### config.mk
export PLATFORM = sky130hd
export DESIGN_NAME = oscillator_warmup_counter
export DESIGN_NICKNAME = d
export VERILOG_FILES = /design/src/design/warmup_pkg.sv /design/src/design/oscillator_warmup_counter.sv
export SDC_FILE = /design/constraint.sdc
export NUM_CORES = 1
export LEC_CHECK = 0
export BUFFER_PORTS_ARGS = -buffer_cell sky130_fd_sc_hd__buf_2
export CAP_MARGIN = 40
export CELL_PAD_IN_SITES_DETAIL_PLACEMENT = 0
export CELL_PAD_IN_SITES_GLOBAL_PLACEMENT = 2
export CORE_MARGIN = 10
export CORE_UTILIZATION = 35
export CTS_CLUSTER_SIZE = 12
export DETAILED_ROUTE_END_ITERATION = 6
export PLACE_DENSITY = 0.89
export SLEW_MARGIN = 20
export SYNTH_ARGS = -nofsm -noshare
export SYNTH_HDL_FRONTEND = slang
export SYNTH_SLANG_ARGS = --single-unit
### constraint.sdc
create_clock -name clk -period 11.01 [get_ports clk]
set_input_delay 2.202 -clock clk [delete_from_list [all_inputs] [get_ports clk]]
set_output_delay 2.202 -clock clk [all_outputs]
set_load 0.03 [all_outputs]
### src/design/warmup_pkg.sv
// package: register map, field positions, reset values and timing figures of the warm-up counter
`default_nettype none
package warmup_pkg;
	localparam int ADDR_W = 5;
	localparam logic [ADDR_W-1:0] OFS_SYS_CTRL = 5'h00;
	localparam logic [ADDR_W-1:0] OFS_LOWER_CTRL = 5'h04;
	localparam logic [ADDR_W-1:0] OFS_UPPER_CTRL = 5'h08;
	localparam logic [ADDR_W-1:0] OFS_COMPARE = 5'h0C;
	localparam logic [ADDR_W-1:0] OFS_COUNT = 5'h10;
	localparam logic [ADDR_W-1:0] OFS_IRQ_STATUS = 5'h14;
	localparam logic [ADDR_W-1:0] OFS_IRQ_MASK = 5'h18;
	// system_control_two fields
	localparam int FAST_EN_BIT = 7;
	localparam int SLOW_EN_BIT = 6;
	localparam int SYS_SLOW_SEL_BIT = 5;
	// stage control fields
	localparam int TOGGLE_BIT = 7;
	localparam int CLK_SEL_LSB = 4;
	localparam int RUN_BIT = 3;
	localparam int MODE_LSB = 0;
	localparam logic [2:0] CLK_SEL_SLOW = 3'h4;
	localparam logic [2:0] CLK_SEL_FAST = 3'h6;
	localparam logic [2:0] LOWER_MODE_CASCADE = 3'h3;
	localparam logic [2:0] UPPER_MODE_WARMUP = 3'h5;
	localparam logic [7:0] LOWER_CTRL_SLOW_WARMUP = 8'h43;
	localparam logic [7:0] LOWER_CTRL_FAST_WARMUP = 8'h63;
	localparam logic [7:0] UPPER_CTRL_WARMUP_STOPPED = 8'h05;
	localparam logic [7:0] CTRL_RESET = 8'h00;
	localparam logic [15:0] COMPARE_RESET = 16'h0000;
	localparam int MATCH_BIT = 0;
	localparam logic [1:0] RESP_OKAY = 2'h0;
	localparam logic [1:0] RESP_SLVERR = 2'h2;
	// warm-up figures: the count reaches {compare_upper_byte, 8'h00} source ticks
	localparam logic [15:0] COMPARE_MIN = 16'h0100;
	localparam logic [15:0] COMPARE_MAX = 16'hFF00;
	localparam real SLOW_OSC_HZ = 32768.0;
	localparam real SLOW_MIN_MS = 7.81;
	localparam real SLOW_MAX_S = 1.99;
	localparam real FAST_MIN_US = 16.0;
	localparam real FAST_MAX_MS = 4.08;
	localparam int SLOW_MIN_TICKS = int'(SLOW_MIN_MS * SLOW_OSC_HZ / 1000.0 + 0.5);
	localparam int CLK_HZ = 20000000;
	localparam int SYNC_STAGES = 2;
endpackage
`default_nettype wire

### src/design/oscillator_warmup_counter.sv
// oscillator_warmup_counter: cascaded 16-bit warm-up counter with AXI4-Lite register access
// Function
// - on count equal compare, counter clears and, with mask bit 0 set, match request raises together.
// - writing run bit 3 of upper stage control starts count; clearing stops it.
// - slow source, compare 0100H gives about 7.81 ms, FF00H about 1.99 s.
// - fast source, warm-up spans about 16 us to 4.08 ms at FF00H.
// - system control bit 7 fast enable, bit 6 slow enable, bit 5 slow select.
// - lower control 43H selects slow source cascaded, 63H fast source cascaded.
// - upper control 05H selects warm-up mode, toggle flop zero, counter stopped.
// - match uses only upper compare byte; lower compare byte ignored.
// - two 8-bit stages cascade, lower stage carry advances upper stage.
`default_nettype none
module oscillator_warmup_counter
	import warmup_pkg::*;
(
	input wire logic clk,
	input wire logic reset_n,
	input wire logic fast_osc_clock,
	input wire logic slow_osc_clock,
	input wire logic [warmup_pkg::ADDR_W-1:0] s_axi_awaddr,
	input wire logic s_axi_awvalid,
	output logic s_axi_awready,
	input wire logic [31:0] s_axi_wdata,
	input wire logic [3:0] s_axi_wstrb,
	input wire logic s_axi_wvalid,
	output logic s_axi_wready,
	output logic [1:0] s_axi_bresp,
	output logic s_axi_bvalid,
	input wire logic s_axi_bready,
	input wire logic [warmup_pkg::ADDR_W-1:0] s_axi_araddr,
	input wire logic s_axi_arvalid,
	output logic s_axi_arready,
	output logic [31:0] s_axi_rdata,
	output logic [1:0] s_axi_rresp,
	output logic s_axi_rvalid,
	input wire logic s_axi_rready,
	output logic fast_osc_enable,
	output logic slow_osc_enable,
	output logic system_clock_slow_select,
	output logic upper_output_toggle_ff,
	output logic lower_output_toggle_ff,
	output logic warmup_match_irq,
	output logic irq
);
	import warmup_pkg::*;

	// ==========================================================
	// reset release
	// the pin reset clears at once; its release is retimed to clk so that every flop
	// leaves reset on the same edge, two edges after the pin rises
	logic [SYNC_STAGES-1:0] rst_sync_reg;
	logic rst_n;

	always_ff @(posedge clk or negedge reset_n) begin
		if (!reset_n) begin
			rst_sync_reg <= '0;
		end else begin
			rst_sync_reg <= {rst_sync_reg[SYNC_STAGES-2:0], 1'b1};
		end
	end
	assign rst_n = rst_sync_reg[SYNC_STAGES-1];

	// ==========================================================
	// source clock sampling
	// oscillator clocks are sampled as levels; a source must run below clk/2 to be counted
	// edge for edge, so the fast source is only exact when it is slower than half of clk
	// the sampled copies start low, the idle level of a stopped oscillator, so no false edge follows reset
	logic [1:0] fast_sync_reg;
	logic [1:0] slow_sync_reg;
	logic fast_prev_reg;
	logic slow_prev_reg;
	logic fast_tick;
	logic slow_tick;

	always_ff @(posedge clk or negedge rst_n) begin
		if (!rst_n) begin
			fast_sync_reg <= 2'h0;
			slow_sync_reg <= 2'h0;
			fast_prev_reg <= 1'b0;
			slow_prev_reg <= 1'b0;
		end else begin
			fast_sync_reg <= {fast_sync_reg[0], fast_osc_clock};
			slow_sync_reg <= {slow_sync_reg[0], slow_osc_clock};
			fast_prev_reg <= fast_sync_reg[1];
			slow_prev_reg <= slow_sync_reg[1];
		end
	end
	assign fast_tick = fast_sync_reg[1] & ~fast_prev_reg;
	assign slow_tick = slow_sync_reg[1] & ~slow_prev_reg;

	// ==========================================================
	// register map, byte offsets, one aligned word each
	// 00 system_control_two: bit 7 fast oscillator enable, bit 6 slow enable, bit 5 slow select
	// 04 lower_stage_control: bit 7 toggle flop, bits 6:4 source, bits 2:0 mode (011 cascade)
	// 08 upper_stage_control: bit 7 toggle flop, bit 3 run, bits 2:0 mode (101 warm-up)
	// 0C compare: bits 15:8 upper byte, bits 7:0 lower byte, written lane by lane
	// 10 count: image of both stages; a write is answered OKAY and changes nothing
	// 14 interrupt status: bit 0 match flag, write one to clear
	// 18 interrupt mask: bit 0 gates both the match pulse and irq
	// any other offset answers SLVERR and reads as zero

	// ==========================================================
	// registers
	logic [7:0] sys_ctrl_reg;
	logic [7:0] lower_ctrl_reg;
	logic [7:0] upper_ctrl_reg;
	logic [15:0] compare_reg;
	logic [0:0] irq_status_reg;
	logic [0:0] irq_mask_reg;
	// stage_count_reg[0] is the lower stage, stage_count_reg[1] the upper stage
	logic [7:0] stage_count_reg [2];
	logic match_pulse_reg;
	logic irq_reg;

	wire [7:0] compare_upper_byte = compare_reg[15:8];
	wire upper_stage_run = upper_ctrl_reg[RUN_BIT];
	wire [2:0] lower_clk_sel = lower_ctrl_reg[CLK_SEL_LSB +: 3];
	// counting needs both stage modes set; any other pair of modes leaves the count still
	wire warmup_mode = (upper_ctrl_reg[MODE_LSB +: 3] == UPPER_MODE_WARMUP) &&
		(lower_ctrl_reg[MODE_LSB +: 3] == LOWER_MODE_CASCADE);
	// selected source: 100 slow oscillator, 110 fast oscillator, others do not count
	wire source_tick = (lower_clk_sel == CLK_SEL_SLOW) ? slow_tick :
		(lower_clk_sel == CLK_SEL_FAST) ? fast_tick : 1'b0;

	// ==========================================================
	// cascaded counter stages
	// stage 0 counts source edges and stage 1 counts stage 0 wraps; with the two sampling
	// flops and the edge detect a pin edge reaches the count three clk cycles later
	logic [2:0] carry;
	logic [7:0] stage_next [2];
	assign carry[0] = upper_stage_run & warmup_mode & source_tick;

	genvar gi;
	generate
		for (gi = 0; gi < 2; gi++) begin : g_stage
			assign carry[gi+1] = carry[gi] & (stage_count_reg[gi] == 8'hFF);
			assign stage_next[gi] = carry[gi] ? stage_count_reg[gi] + 8'h01 : stage_count_reg[gi];
		end
	endgenerate

	// lower compare byte plays no part: the match lands when the upper stage reaches the upper
	// byte just as the lower stage wraps to zero, so 0100H means exactly 256 source periods
	wire match_hit = carry[0] && (stage_next[1] == compare_upper_byte) &&
		(stage_next[0] == 8'h00);
	// an upper byte of zero matches only when the full 16-bit count wraps

	// stopping clears both stages at once, so a restart always counts a full warm-up
	always_ff @(posedge clk or negedge rst_n) begin
		if (!rst_n) begin
			stage_count_reg[0] <= 8'h00;
			stage_count_reg[1] <= 8'h00;
			match_pulse_reg <= 1'b0;
		end else begin
			if (!upper_stage_run || match_hit) begin
				stage_count_reg[0] <= 8'h00;
				stage_count_reg[1] <= 8'h00;
			end else begin
				stage_count_reg[0] <= stage_next[0];
				stage_count_reg[1] <= stage_next[1];
			end
			match_pulse_reg <= match_hit & irq_mask_reg[MATCH_BIT];
		end
	end

	// ==========================================================
	// AXI4-Lite write channel
	// address and data wait in one-deep slots, taken in either order; the register is
	// written one cycle after both are held, and bvalid rises with that write
	// a new address may be taken while a response waits, but it is applied only once the
	// response has been accepted, so a write never overtakes its own answer
	logic aw_full_reg;
	logic w_full_reg;
	logic [ADDR_W-1:0] aw_addr_reg;
	logic [31:0] w_data_reg;
	logic [3:0] w_strb_reg;
	logic awready_reg;
	logic wready_reg;
	logic bvalid_reg;
	logic [1:0] bresp_reg;

	wire aw_take = s_axi_awvalid & awready_reg;
	wire w_take = s_axi_wvalid & wready_reg;
	wire do_write = aw_full_reg & w_full_reg & ~bvalid_reg;
	wire aw_full_next = (aw_full_reg | aw_take) & ~do_write;
	wire w_full_next = (w_full_reg | w_take) & ~do_write;
	wire wr_sys = do_write && (aw_addr_reg == OFS_SYS_CTRL);
	wire wr_lower = do_write && (aw_addr_reg == OFS_LOWER_CTRL);
	wire wr_upper = do_write && (aw_addr_reg == OFS_UPPER_CTRL);
	wire wr_cmp = do_write && (aw_addr_reg == OFS_COMPARE);
	wire wr_stat = do_write && (aw_addr_reg == OFS_IRQ_STATUS);
	wire wr_mask = do_write && (aw_addr_reg == OFS_IRQ_MASK);
	wire wr_count = do_write && (aw_addr_reg == OFS_COUNT);
	// an unmapped offset is still answered, with SLVERR, so a stray write cannot hang the bus
	wire wr_mapped = wr_sys | wr_lower | wr_upper | wr_cmp | wr_stat | wr_mask | wr_count;
	wire lane0 = w_strb_reg[0];
	wire lane1 = w_strb_reg[1];
	wire [0:0] status_clear = (wr_stat && lane0) ? w_data_reg[MATCH_BIT +: 1] : 1'b0;
	// status sets whether or not the mask is on, so software may poll it with irq masked
	// a match in the same cycle as a one-to-clear keeps the flag set
	wire [0:0] status_next = (irq_status_reg & ~status_clear) | {match_hit};

	always_ff @(posedge clk or negedge rst_n) begin
		if (!rst_n) begin
			aw_full_reg <= 1'b0;
			w_full_reg <= 1'b0;
			aw_addr_reg <= '0;
			w_data_reg <= 32'h0000_0000;
			w_strb_reg <= 4'h0;
			awready_reg <= 1'b0;
			wready_reg <= 1'b0;
			bvalid_reg <= 1'b0;
			bresp_reg <= RESP_OKAY;
		end else begin
			aw_full_reg <= aw_full_next;
			w_full_reg <= w_full_next;
			awready_reg <= ~aw_full_next;
			wready_reg <= ~w_full_next;
			if (aw_take) begin
				aw_addr_reg <= s_axi_awaddr;
			end
			if (w_take) begin
				w_data_reg <= s_axi_wdata;
				w_strb_reg <= s_axi_wstrb;
			end
			// bresp comes from the held address, so it always belongs to the write it answers
			if (do_write) begin
				bvalid_reg <= 1'b1;
				bresp_reg <= wr_mapped ? RESP_OKAY : RESP_SLVERR;
			end else if (s_axi_bready) begin
				bvalid_reg <= 1'b0;
			end
		end
	end

	// ==========================================================
	// control registers
	// stage controls and mask take lane 0 only; the compare lanes are written independently
	// compare may be changed while counting; the new upper byte applies from the next tick
	// irq follows the status as it will stand after this edge, so it rises with the flag
	always_ff @(posedge clk or negedge rst_n) begin
		if (!rst_n) begin
			sys_ctrl_reg <= CTRL_RESET;
			lower_ctrl_reg <= CTRL_RESET;
			upper_ctrl_reg <= CTRL_RESET;
			compare_reg <= COMPARE_RESET;
			irq_mask_reg <= 1'b0;
			irq_status_reg <= 1'b0;
			irq_reg <= 1'b0;
		end else begin
			if (wr_sys && lane0) begin
				sys_ctrl_reg <= w_data_reg[7:0];
			end
			if (wr_lower && lane0) begin
				lower_ctrl_reg <= w_data_reg[7:0];
			end
			if (wr_upper && lane0) begin
				upper_ctrl_reg <= w_data_reg[7:0];
			end
			if (wr_cmp && lane0) begin
				compare_reg[7:0] <= w_data_reg[7:0];
			end
			if (wr_cmp && lane1) begin
				compare_reg[15:8] <= w_data_reg[15:8];
			end
			if (wr_mask && lane0) begin
				irq_mask_reg <= w_data_reg[MATCH_BIT +: 1];
			end
			irq_status_reg <= status_next;
			irq_reg <= |(status_next & irq_mask_reg);
		end
	end

	// ==========================================================
	// AXI4-Lite read channel
	// read data are captured when the address is taken, so a read returns the value of that
	// cycle; arready stays low while an answer waits, one read at a time
	logic arready_reg;
	logic rvalid_reg;
	logic [31:0] rdata_reg;
	logic [1:0] rresp_reg;
	logic [31:0] rd_word;
	logic rd_hit;

	wire ar_take = s_axi_arvalid & arready_reg;
	wire rvalid_next = ar_take | (rvalid_reg & ~s_axi_rready);

	always_comb begin
		rd_word = 32'h0000_0000;
		rd_hit = 1'b1;
		unique case (s_axi_araddr)
			OFS_SYS_CTRL: rd_word[7:0] = sys_ctrl_reg;
			OFS_LOWER_CTRL: rd_word[7:0] = lower_ctrl_reg;
			OFS_UPPER_CTRL: rd_word[7:0] = upper_ctrl_reg;
			OFS_COMPARE: rd_word[15:0] = compare_reg;
			OFS_COUNT: rd_word[15:0] = {stage_count_reg[1], stage_count_reg[0]};
			OFS_IRQ_STATUS: rd_word[0] = irq_status_reg[0];
			OFS_IRQ_MASK: rd_word[0] = irq_mask_reg[0];
			default: rd_hit = 1'b0;
		endcase
	end

	always_ff @(posedge clk or negedge rst_n) begin
		if (!rst_n) begin
			arready_reg <= 1'b0;
			rvalid_reg <= 1'b0;
			rdata_reg <= 32'h0000_0000;
			rresp_reg <= RESP_OKAY;
		end else begin
			rvalid_reg <= rvalid_next;
			arready_reg <= ~rvalid_next;
			if (ar_take) begin
				rdata_reg <= rd_word;
				rresp_reg <= rd_hit ? RESP_OKAY : RESP_SLVERR;
			end
		end
	end

	// ==========================================================
	// outputs
	// every output is a register bit or a registered bus signal; nothing combinational leaves
	assign s_axi_awready = awready_reg;
	assign s_axi_wready = wready_reg;
	assign s_axi_bvalid = bvalid_reg;
	assign s_axi_bresp = bresp_reg;
	assign s_axi_arready = arready_reg;
	assign s_axi_rvalid = rvalid_reg;
	assign s_axi_rdata = rdata_reg;
	assign s_axi_rresp = rresp_reg;
	assign fast_osc_enable = sys_ctrl_reg[FAST_EN_BIT];
	assign slow_osc_enable = sys_ctrl_reg[SLOW_EN_BIT];
	assign system_clock_slow_select = sys_ctrl_reg[SYS_SLOW_SEL_BIT];
	// toggle flops only follow their control bits; software holds them at zero here
	assign upper_output_toggle_ff = upper_ctrl_reg[TOGGLE_BIT];
	assign lower_output_toggle_ff = lower_ctrl_reg[TOGGLE_BIT];
	assign warmup_match_irq = match_pulse_reg;
	assign irq = irq_reg;
endmodule
`default_nettype wire

; ---- Yosys cells after proc, flatten, opt, wreduce, memory -nomap -nowiden
; Index checks and enable logic that the tools add are counted.
[word_totals]
ff_bits = 118
output_inout_bits = 48
[op_classes]
n_reduce_logical = 24
bitwise = 35
mux = 14
add_sub_neg = 2
n_eq_ne = 18
[op_table]
columns = cell, n
row1 = case mux 7 bit (5 select lines), 1
row2 = equality test 5 bit (second input constant), 6
row3 = equality test 5 x 4 -> 1 bit (second input constant), 4
row4 = logical AND 1 bit, 17
row5 = adder 8 x 1 -> 8 bit (second input constant), 2
row6 = bitwise AND 1 bit, 16
row7 = two-way mux 16 bit, 1
row8 = two-way mux 8 bit, 2
row9 = case mux 8 bit (2 select lines), 1
row10 = equality test 5 x 3 -> 1 bit (second input constant), 2
row11 = zero test 5 bit, 2
row12 = bitwise OR 1 bit, 10
row13 = equality test 3 bit (second input constant), 3
row14 = NOT 1 bit, 9
row15 = equality test 8 bit, 1
row16 = equality test 8 bit (second input constant), 1
row17 = zero test 8 bit, 1
row18 = case mux 1 bit (7 select lines), 1
row19 = OR reduction 7 bit, 1
row20 = two-way mux 1 bit, 6
row21 = two-way mux 2 bit, 2
row22 = equality test 3 x 2 -> 1 bit (second input constant), 1
row23 = nonzero test 2 bit, 1
row24 = zero test 1 bit, 1
row25 = logical OR 1 bit, 1

; ---- Logic depth before layout (Yosys ltp)
; Gate-level depths: netlist (run 1).
[logic_depth]
word_depth = 12
mapped_depth = 11
depth_no_buf = 9

; ---- Worst setup path before layout (run 1)
; OpenSTA, ideal clock, no wires.
[synth_path]
kind = input to register
from = input s_axi_araddr[2] (netlist bit)
to = register rdata_reg[3], in the netlist s_axi_rdata[3]
slack_ns = 7.329
stages = 6
t_arrival_ns = 3.548
setup_ns = 0.133
cell_sequence = clkbuf_1 buf_1 mux2_2 a22o_1 a222oi_1 o21ai_0
[synth_via]
elab_chain_len = 2
elab_cells_between_ends = 6
[synth_rtl]
columns = item, line_no
row1 = "start, declared", oscillator_warmup_counter.sv:30  ; input wire logic [warmup_pkg::ADDR_W-1:0] s_axi_araddr,
row2 = "equality test 5 bit, or another cell as far along", oscillator_warmup_counter.sv:290  ; unique case (s_axi_araddr)
row3 = case mux 7 bit (5 select lines) *, oscillator_warmup_counter.sv:290
row4 = "end signal, assigned", oscillator_warmup_counter.sv:312  ; rdata_reg <= rd_word;
row5 = "end, declared", oscillator_warmup_counter.sv:279  ; logic [31:0] rdata_reg;
; Mark *: on every way between the ends. The rest lies on a longest branch, timed or not.
; A chain may end at the register's enable or synchronous reset.

; ---- Worst setup path after layout (run 1)
[layout_path]
from = input s_axi_araddr[2] (netlist bit)
to = register rdata_reg[7], in the netlist s_axi_rdata[7]
; The elaborated chain is that of the path after synthesis.

==> results of run 1 <==
final timing paths:
kind,from,end
max,s_axi_araddr[2],s_axi_rdata[7]
min,rst_sync_reg[1],compare_reg[4]
max reg2reg,stage_count_reg[9],stage_count_reg[9]
min reg2reg,rst_sync_reg[1],compare_reg[4]
max in group asynchronous,reset_n,rst_sync_reg[1]
min in group clk,slow_sync_reg[0],slow_sync_reg[1]
worst register-to-register path, delay by kind of cell, from the launching register on:
| kind | cells | cell delay (ns) |
|---|---|---|
| compound gates | 3 | 1.08 |
| simple gates | 4 | 0.95 |
| flops | 1 | 0.48 |
| fa+ha+maj | 1 | 0.27 |
| mux | 1 | 0.27 |
kinds of logic (layout without fill, tap and decap cells):
group / after synthesis / after routing
adders and majority gates: 2 / 2
AOI/OAI and AO/OA: 79 / 79
and+or+nand+nor: 131 / 131
DFF: 116 / 116
muxes: 77 / 77
buffers and inverters: 47 / 115
other: 2 / 19
xor gates and xnor gates: 20 / 20
routing by layer:
layer  up-vias  share of wire, %
met1      1945                43
met5         -                 0
met2       104                50
met3        19               5.6
met4         0               1.5
li1       1847                 -
power by group:
group | switching (mW) | internal, mW
Clock | 0.201 | 0.348
Combinational | 0.130 | 0.112
Sequential | 0.0778 | 0.515
area by class of cell:
class	count	area [sq um]	share of cell area [%]
clock buffers	19	452.9	6.799
flip-flops and latches	116	2907	43.63
repair buffers	72	407.9	6.123
inverters	11	41.29	0.6198
multi-input cells	328	2444	36.68
well taps	211	264.0	3.963
clock inverters	13	145.1	2.179
synthesized netlist by cell type (all sizes together), types with 4 or more instances:
library cell	number	area, sq um
nand2	30	112.6
mux2i	5	50.05
xnor2	10	95.10
a22o	7	61.31
a21oi	4	20.02
o21ai	28	147.6
and2	7	43.79
a222oi	7	70.07
mux2	72	810.8
nor2	29	108.9
xor2	10	87.58
clkbuf	13	48.80
buf	23	163.9
a22oi	9	67.56
nor3	8	45.04
inv	11	41.29
nand4	12	81.33
nor4	5	37.53
dfrtp	116	2903
nand3	11	55.05
nor2b	5	31.28
stage by stage:
stage / util (%) / cell area, sq um / instances / total power [mW]
2_1_floorplan: - / 5594 / 491 / 0.7641
3_3_place_gp: 39.04 / 6001 / 734 / 0.8236
3_5_place_dp: 39.45 / 6063 / 738 / 0.8439
4_1_cts: 43.34 / 6661 / 770 / 1.399
5_1_grt: 43.34 / 6661 / 770 / 1.451
6_report: 43.34 / 6661 / 770 / 1.383
==> out/metrics.yaml, run 1 <==
yosys:
  synth_compound_area_share_pct: 10.14
  synth_mux_area_share_pct: 15.57
  synthFlopType: "dfrtp_1"
  syn_area_per_cell_sq_um: 11.67
  yosys.area_share.simple_pct: 13.33
  synth-xor-area-share_pct: 3.303
  ys_seq_area_share_pct: 52.49
  ys_ff_latch: 116
  syn_area_sq_um: 5530
  synth_cells: 474
  synth_top_family_by_area: "multiplexers"
  synth_cell_types: 62
  ys_async_sr_fraction_pct: 100.0
  synthAdderAreaFrac_pct: 0.4525
  yosysWarningCount: 0
  synth-edff-count: 0
placed_design:
  gp_congestion: 0.8351
  pre_cts_ws_ns: 7.179
  port_buffers: 66
  dp_hpwl_um: 9854
clock_network:
  clk-insertion-delay-late_ns: 0.41
  postCtsSetupRepairBufs: 0
  cts.repair.resized: 0
  cts.path.max_buffers: 2
  cts_hold_buf: 0
  htree_num_levels: 4
  cts_tree: "yes"
  clock_sinks: 116
  path_clk_slew_ns: 0.06
  clockRootBuffer: "clkbuf_16"
  cts_buffers: 17
critical_path:
  reg2reg_depth: 9
  arrival_ns: 3.68
  critPathCaptureType: "flip-flop"
  cp.depth: 5
  crit_type: "input port to flip-flop"
  worstSetupStartpointType: "input port"
  crit_buf_inv: 1
  cp_top_family: "compound AO/OA/AOI/OAI gates"
  crit_slowest_cell: "a222oi_1"
  r2r_slack_ns: 7.82
  cp.required_ns: 11.29
  crit_fanout: 17
  critPathMaxStageDelay_ns: 0.40
  path_cells: "buf_2 > mux2_2 > a22o_1 > a222oi_1 > o21ai_0"
sta:
  hold_viol_final: 0
  grt_setup_unrepaired: "false"
  layout_min_cycle_time_ns: 3.401
  setup_ws_ns: 7.609
  maxSlewViolCount: 0
  fin_setup_tns_ns: 0
  holdWs_ns: 0.2611
  finalClockSkew_ns: 0.006435
  fin_crit_sh_pct: 30.89
  tightest_slew_ns: 0.6653
  relSlewSlack_pct: 55.64
  setup_viol: 0
  fmax_mhz: 294.0
power_and_ir_drop:
  vdd_drop_max_v: 0.0001501
  cellPowerDensity_nw_per_um2: 207.6
  leakagePower_nw: 3.033
detailed_routing:
  first_pass_iters: 5
  drt-wirelength-per-cell_um: 17.14
  drtIter0Drc: 236
  vias_per_cell: 5.084
  ant_nets: 0
  drt-total-wl_um: 13200
  vias: 3915
  drc: 0
floorplanning:
  core_sq_um: 15370
  initial_core_util_pct: 35.98
  dieArea_sq_um: 21230
  rows: 45
  dieHeight_um: 145.7
  die_w_um: 145.7
  ios: 103
grt:
  top_usage_layer: "met2"
  first_global_vias: 4157
  grt.total_usage_pct: 12.45
  grt_pass1_wl_um: 21570
  use_met2_pct: 20.68
  antenna_found_initial: 1
  grt_max_degree: 49
  grt.overflow.total: 0
  globalRouteMet3Util_pct: 3.663
  use_met1_pct: 14.96
worst_hold_path:
  min_path_type: "flip-flop to async pin"
flow_run:
  maxCapViolations: 0
cells_and_area:
  area_growth_pct: 20.45
  final_cell_mix: "dfrtp_1 (115), mux2_2 (72), buf_2 (67), nand2_1 (30), nor2_1 (29)"
  nets: 603
  layout_commonest_cell: "dfrtp_1"
  fillCellCount: 1447
  layout-drive-gt1-share_pct: 33.99
  antennaDiodeCount: 0
outcome:
  status: "completed"
(Power assumes the default switching activity.)
==> inputs of run 2 (changes only) <==
- ABC_AREA: default -> 1
- CORE_UTILIZATION: 35 -> 29
- PLACE_DENSITY: 0.89 -> 0.87
- clock period: 11.01 -> 2.82 ns (I/O delays scaled with it)
==> run 2 against run 1 <==
Setup slack worse by 7.2 ns. Critical path type is now flip-flop to flip-flop. Sequential share of layout area up 0.18 points. Critical endpoint is now stage_count_reg[2]. Register-to-register slack lost 7.4 ns. Critical path depth grew 9. Via count rose by 9.6%. Final cell count increased by 25%. Largest cell class unchanged. Wire length up 9.4%. Clock power rose to 4.4 times the previous value. Synthesized area down 2.2%.
==> out/metrics.yaml, run 2 <==
sta:
  tightest_slew_ns: 0.6315
  setup_viol: 0
  fmax_mhz: 409.3
  hold_viol_final: 0
  holdWs_ns: 0.2479
  grt_setup_unrepaired: "false"
  maxSlewViolCount: 0
  layout_min_cycle_time_ns: 2.443
  fin_crit_sh_pct: 86.64
  finalClockSkew_ns: 0.01492
  fin_setup_tns_ns: 0
  relSlewSlack_pct: 57.78
floorplanning:
  rows: 49
  initial_core_util_pct: 29.79
  dieArea_sq_um: 24500
  ios: 103
  dieHeight_um: 156.5
  core_sq_um: 18150
  die_w_um: 156.5
detailed_routing:
  vias_per_cell: 4.455
  drt-total-wl_um: 14440
  vias: 4290
  ant_nets: 0
  first_pass_iters: 4
  drc: 0
  drt-wirelength-per-cell_um: 14.99
  drtIter0Drc: 270
critical_path:
  critPathCaptureType: "flip-flop"
  worstSetupStartpointType: "flip-flop"
  cp.depth: 14
  worstReg2RegStart: "lower_ctrl_reg[2]"
  cp.required_ns: 3.11
  crit_type: "flip-flop to flip-flop"
  crit_slowest_cell: "dfrtp_1"
  cpMostUsedCell: "nand2_1"
  reg2reg_depth: 14
  r2r_slack_ns: 0.38
  arrival_ns: 2.73
  crit_buf_inv: 1
  critPathMaxStageDelay_ns: 0.38
  r2r-end: "stage_count_reg[2]"
  crit_fanout: 16
  path_cells: "inv_1 > nand2_1 > nor2_1 > nand3_1 > nor2_4 > nand3_1 > nand3b_1 > nand2_1 > nor2_2 > nand2_1 > nor2_2 > nand2_2 > nand2_4 > nor2_1"
  cp_top_family: "simple AND/OR/NAND/NOR gates"
yosys:
  ys_ff_latch: 116
  syn_area_per_cell_sq_um: 8.434
  synth_area_leaders: "dfrtp_1 (54%), nand2_1 (12%), o21ai_0 (6.4%), inv_1 (4.8%), nor2_1 (3.3%)"
  synth_cell_types: 35
  synth-edff-count: 0
  synthFlopType: "dfrtp_1"
  ys_seq_area_share_pct: 53.69
  synth.largest_area_cell: "dfrtp_1"
  synth_cells: 641
  synth.top_cell.area_share_pct: 53.69
  yosys-top-cells-count: "nand2_1 (172), dfrtp_1 (116), inv_1 (69), o21ai_0 (69), nor2_1 (47)"
  yosysMostFrequentCell: "nand2_1"
  ys_async_sr_fraction_pct: 100.0
  syn_area_sq_um: 5406
  yosysWarningCount: 0
cells_and_area:
  area_growth_pct: 22.70
  final_util_pct: 36.56
  layout_commonest_cell: "nand2_1"
  nets: 778
  layout-drive-gt1-share_pct: 18.12
  fillCellCount: 1911
  multi_input_area_sq_um: 2090
  fin_cells: 963
  final_cell_mix: "nand2_1 (172), dfrtp_1 (115), inv_1 (69), o21ai_0 (69), buf_2 (66)"
  seq_area_sq_um: 2907
  antennaDiodeCount: 0
grt:
  grt_pass1_wl_um: 23930
  globalRouteMet3Util_pct: 3.673
  antenna_found_initial: 0
  grt.overflow.total: 0
  top_usage_layer: "met2"
  use_met2_pct: 19.95
  grt.total_usage_pct: 12.43
  grt_max_degree: 47
  use_met1_pct: 15.71
  first_global_vias: 4522
clock_network:
  cts_hold_buf: 1
  path_clk_slew_ns: 0.05
  postCtsSetupRepairBufs: 0
  cts.repair.resized: 0
  htree_num_levels: 4
  cts_buffers: 17
  clockRootBuffer: "clkbuf_16"
  clock_sinks: 116
  cts_tree: "yes"
  cts.path.max_buffers: 2
  clk-insertion-delay-late_ns: 0.42
placed_design:
  port_buffers: 66
  dp_hpwl_um: 10770
  dp.cells: 930
  gp_congestion: 0.8217
power_and_ir_drop:
  vdd_drop_max_v: 0.0005629
  leakagePower_nw: 3.187
  cellPowerDensity_nw_per_um2: 921.4
worst_hold_path:
  min_from: "fast_osc_clock"
  hold_end: "fast_sync_reg[0]"
  min_path_type: "input port to flip-flop"
  worstHoldPathCells: 1
outcome:
  status: "completed"
flow_run:
  maxCapViolations: 0
## run 2: cell count changes in the layout (fill, tap and decap cells not counted), moves of 9 or more
cell | previous run | this run
a21oi_1 | 4 | 27
nor2_2 | 0 | 14
mux2_2 | 72 | 0
nand3_1 | 11 | 29
nor2_1 | 29 | 47
nand2_1 | 30 | 172
inv_1 | 10 | 69
o21ai_0 | 26 | 69
a22oi_1 | 9 | 0
## run 2: worst reg2reg max path: cells and delay by family, from the launching register on
kind | cells | cell delay (ns)
buffers and inverters | 1 | 0.08
AND/OR/NAND/NOR | 13 | 1.84
flip-flops | 1 | 0.38
## run 2: cell type report
cell class,instances,area share (%)
flip-flops and latches,116,43.81
multi-input cells,437,31.50
clock buffers,21,6.790
repair buffers,76,6.337
well taps,229,4.319
inverters,73,4.149
clock inverters,11,3.093
## run 2: through the flow
step                worst slack [ns]  instance area, sq um  power, mW
floorplan                     0.8102                  5472      3.314
global placement              0.3827                  5968      3.733
detailed placement            0.3542                  5968      3.756
CTS                           0.3283                  6634      6.194
global route                 0.09549                  6634      6.493
finish                        0.3766                  6634      6.112
## run 2: worst max-delay path by stage
stage / from / end / slack (ns)
CTS: lower_ctrl_reg[2] / stage_count_reg[3] / 0.33
global route: lower_ctrl_reg[2] / stage_count_reg[15] / 0.1
global placement: lower_ctrl_reg[2] / stage_count_reg[2] / 0.38
floorplan: stage_count_reg[8] / stage_count_reg[9] / 0.81
finish: lower_ctrl_reg[2] / stage_count_reg[2] / 0.38
detailed placement: lower_ctrl_reg[2] / stage_count_reg[3] / 0.35
## run 2: cell families after synthesis
family	Yosys count	share of synthesized area (%)
adders and majority gates	2	0.4628
other	2	0.1389
xor gates and xnor gates	9	1.458
and+or+nand+nor	292	23.77
AOI/OAI and AO/OA	115	11.64
buffers and inverters	105	8.840
DFF	116	53.69
## run 2: routing by layer
layer	wire, um	share of wire [%]
met4	142	0.98
met2	6848	47
met5	0	0
met3	590	4.1
met1	6857	47
## run 2: report_power, final
group / internal [mW] / switching (mW) / leakage [nW]
clock network: 1.67 / 0.736 / 0.325
logic: 0.391 / 0.915 / 1.37
registers: 2.11 / 0.290 / 1.50
==> inputs of run 3 (changes only) <==
- CORE_ASPECT_RATIO: default -> 0.6
==> run 3 against run 2 <==
Register-to-register slack about the same. Via count is 1.4% higher. Global-route usage is 0.46 points higher. Critical endpoint is now stage_count_reg[15]. Largest cell class unchanged.
==> out/metrics.yaml, run 3 (same netlist as run 2, synthesis figures left out) <==
clock_network:
  path_clk_slew_ns: 0.06
  htree_num_levels: 4
  clk-insertion-delay-late_ns: 0.41
  cts.repair.resized: 0
  cts_tree: "yes"
  clockRootBuffer: "clkbuf_16"
  cts_buffers: 17
  cts.path.max_buffers: 2
  clock_sinks: 116
placed_design:
  post_dp_cell_area_sq_um: 5989
  pre_cts_ws_ns: 0.3670
  dp_hpwl_um: 11330
  port_buffers: 66
  gp_congestion: 0.7945
detailed_routing:
  drt-wirelength-per-cell_um: 15.77
  drtIter0Drc: 385
  ant_nets: 0
  first_pass_iters: 5
  vias: 4349
  drt-total-wl_um: 15360
  vias_per_cell: 4.465
  drc: 0
floorplanning:
  core_sq_um: 18160
  dieHeight_um: 125.8
  initial_core_util_pct: 29.77
  dieArea_sq_um: 24680
  die_w_um: 196.3
  rows: 38
  ios: 103
critical_path:
  reg2reg_depth: 14
  worstReg2RegStart: "stage_count_reg[9]"
  r2r-end: "stage_count_reg[15]"
  arrival_ns: 2.73
  crit_fanout: 16
  r2r_slack_ns: 0.38
  crit_start: "stage_count_reg[9]"
  worstSetupStartpointType: "flip-flop"
  cp.required_ns: 3.10
  crit_type: "flip-flop to flip-flop"
  critPathCaptureType: "flip-flop"
outcome:
  status: "completed"
grt:
  grt.total_usage_pct: 12.89
  use_met1_pct: 19.76
  antenna_found_initial: 0
  grt.overflow.total: 0
  top_usage_layer: "met1"
  use_met2_pct: 16.52
  first_global_vias: 4454
  globalRouteMet3Util_pct: 4.425
  grt_pass1_wl_um: 25380
  grt_max_degree: 70
power_and_ir_drop:
  p_total_mw: 5.900
  vdd_drop_max_v: 0.0004828
  cellPowerDensity_nw_per_um2: 897.5
  leakagePower_nw: 3.151
sta:
  fin_crit_sh_pct: 86.70
  tightest_slew_ns: 0.7681
  relSlewSlack_pct: 48.48
  fmax_mhz: 409.0
  finalClockSkew_ns: 0.01306
  hold_viol_final: 0
  layout_min_cycle_time_ns: 2.445
  maxSlewViolCount: 0
  setup_viol: 0
  fin_setup_tns_ns: 0
  grt_setup_unrepaired: "false"
  setup_ws_ns: 0.3751
cells_and_area:
  nets: 779
  final_cell_mix: "nand2_1 (172), dfrtp_1 (115), inv_1 (69), o21ai_0 (69), buf_2 (66)"
  antennaDiodeCount: 0
  area_growth_pct: 21.59
  multi_input_area_sq_um: 2090
  design_area_sq_um: 6574
  layout-drive-gt1-share_pct: 18.39
  seq_area_sq_um: 2907
  fillCellCount: 1911
  layout_commonest_cell: "nand2_1"
flow_run:
  maxCapViolations: 0
worst_hold_path:
  min_path_type: "flip-flop to async pin"
run 3: cell count changes in the layout (fill, tap and decap cells not counted), sizes merged:
cell      previous run  this run
bufinv               6         2
clkinvlp             0         1
clkbuf              21        19
buf                 75        76
clkinv               8        10
inv                 70        72
run 3: worst max-delay path, stage by stage, from the launching register on:
cell and delay [ns]:
dfrtp_1 0.39, ha_1 0.25, nand3_2 0.13, nor2_4 0.25
nand3_4 0.18, clkinv_2 0.16, nand2_2 0.07, nand2_2 0.07
nand2_1 0.05, nand2_1 0.07, nand3_1 0.15, nor2_2 0.12
nand2_2 0.10, nand2_4 0.24, nor2_1 0.07
run 3: per-stage QoR:
step | std cells | hold slack (ns) | util [%]
2_1_floorplan | 658 | 0.2684 | -
3_3_place_gp | 942 | 0.2282 | 32.98
3_5_place_dp | 942 | 0.2306 | 32.98
4_1_cts | 974 | 0.2355 | 36.19
5_1_grt | 974 | 0.2471 | 36.19
6_report | 974 | 0.2187 | 36.19
run 3: per-layer routing:
layer | vias to the layer above | wire [um]
met1 | 2050 | 8497
met5 | - | 0
met4 | 0 | 103
met3 | 10 | 947
li1 | 2195 | -
met2 | 94 | 5815
run 3: power breakdown:
part / switching (mW) / total, mW / internal (mW)
Sequential: 0.294 / 2.40 / 2.11
Combinational: 0.976 / 1.37 / 0.390
Clock: 0.809 / 2.13 / 1.32
Total: 2.08 / 5.90 / 3.82
run 3: how the worst max path moves through the flow:
stage	to	cells after the start
after detailed placement	stage_count_reg[0]	14
after floorplan	stage_count_reg[9]	15
after global routing	stage_count_reg[0]	14
final	stage_count_reg[15]	14
after CTS	stage_count_reg[2]	14
after global placement	stage_count_reg[2]	14
run 3: timing repair:
action	in CTS	in global routing
setup buffers	0	0
hold endpoints to repair	2	0
hold buffers	1	0
run 3: area by class of cell:
type	instances	share of cell area (%)
clock buffer	19	6.738
clock inverter	12	1.998
inverter	73	4.187
multi-input combinational	437	31.79
sequential	116	44.21
tap	240	4.568
timing repair buffer	77	6.509
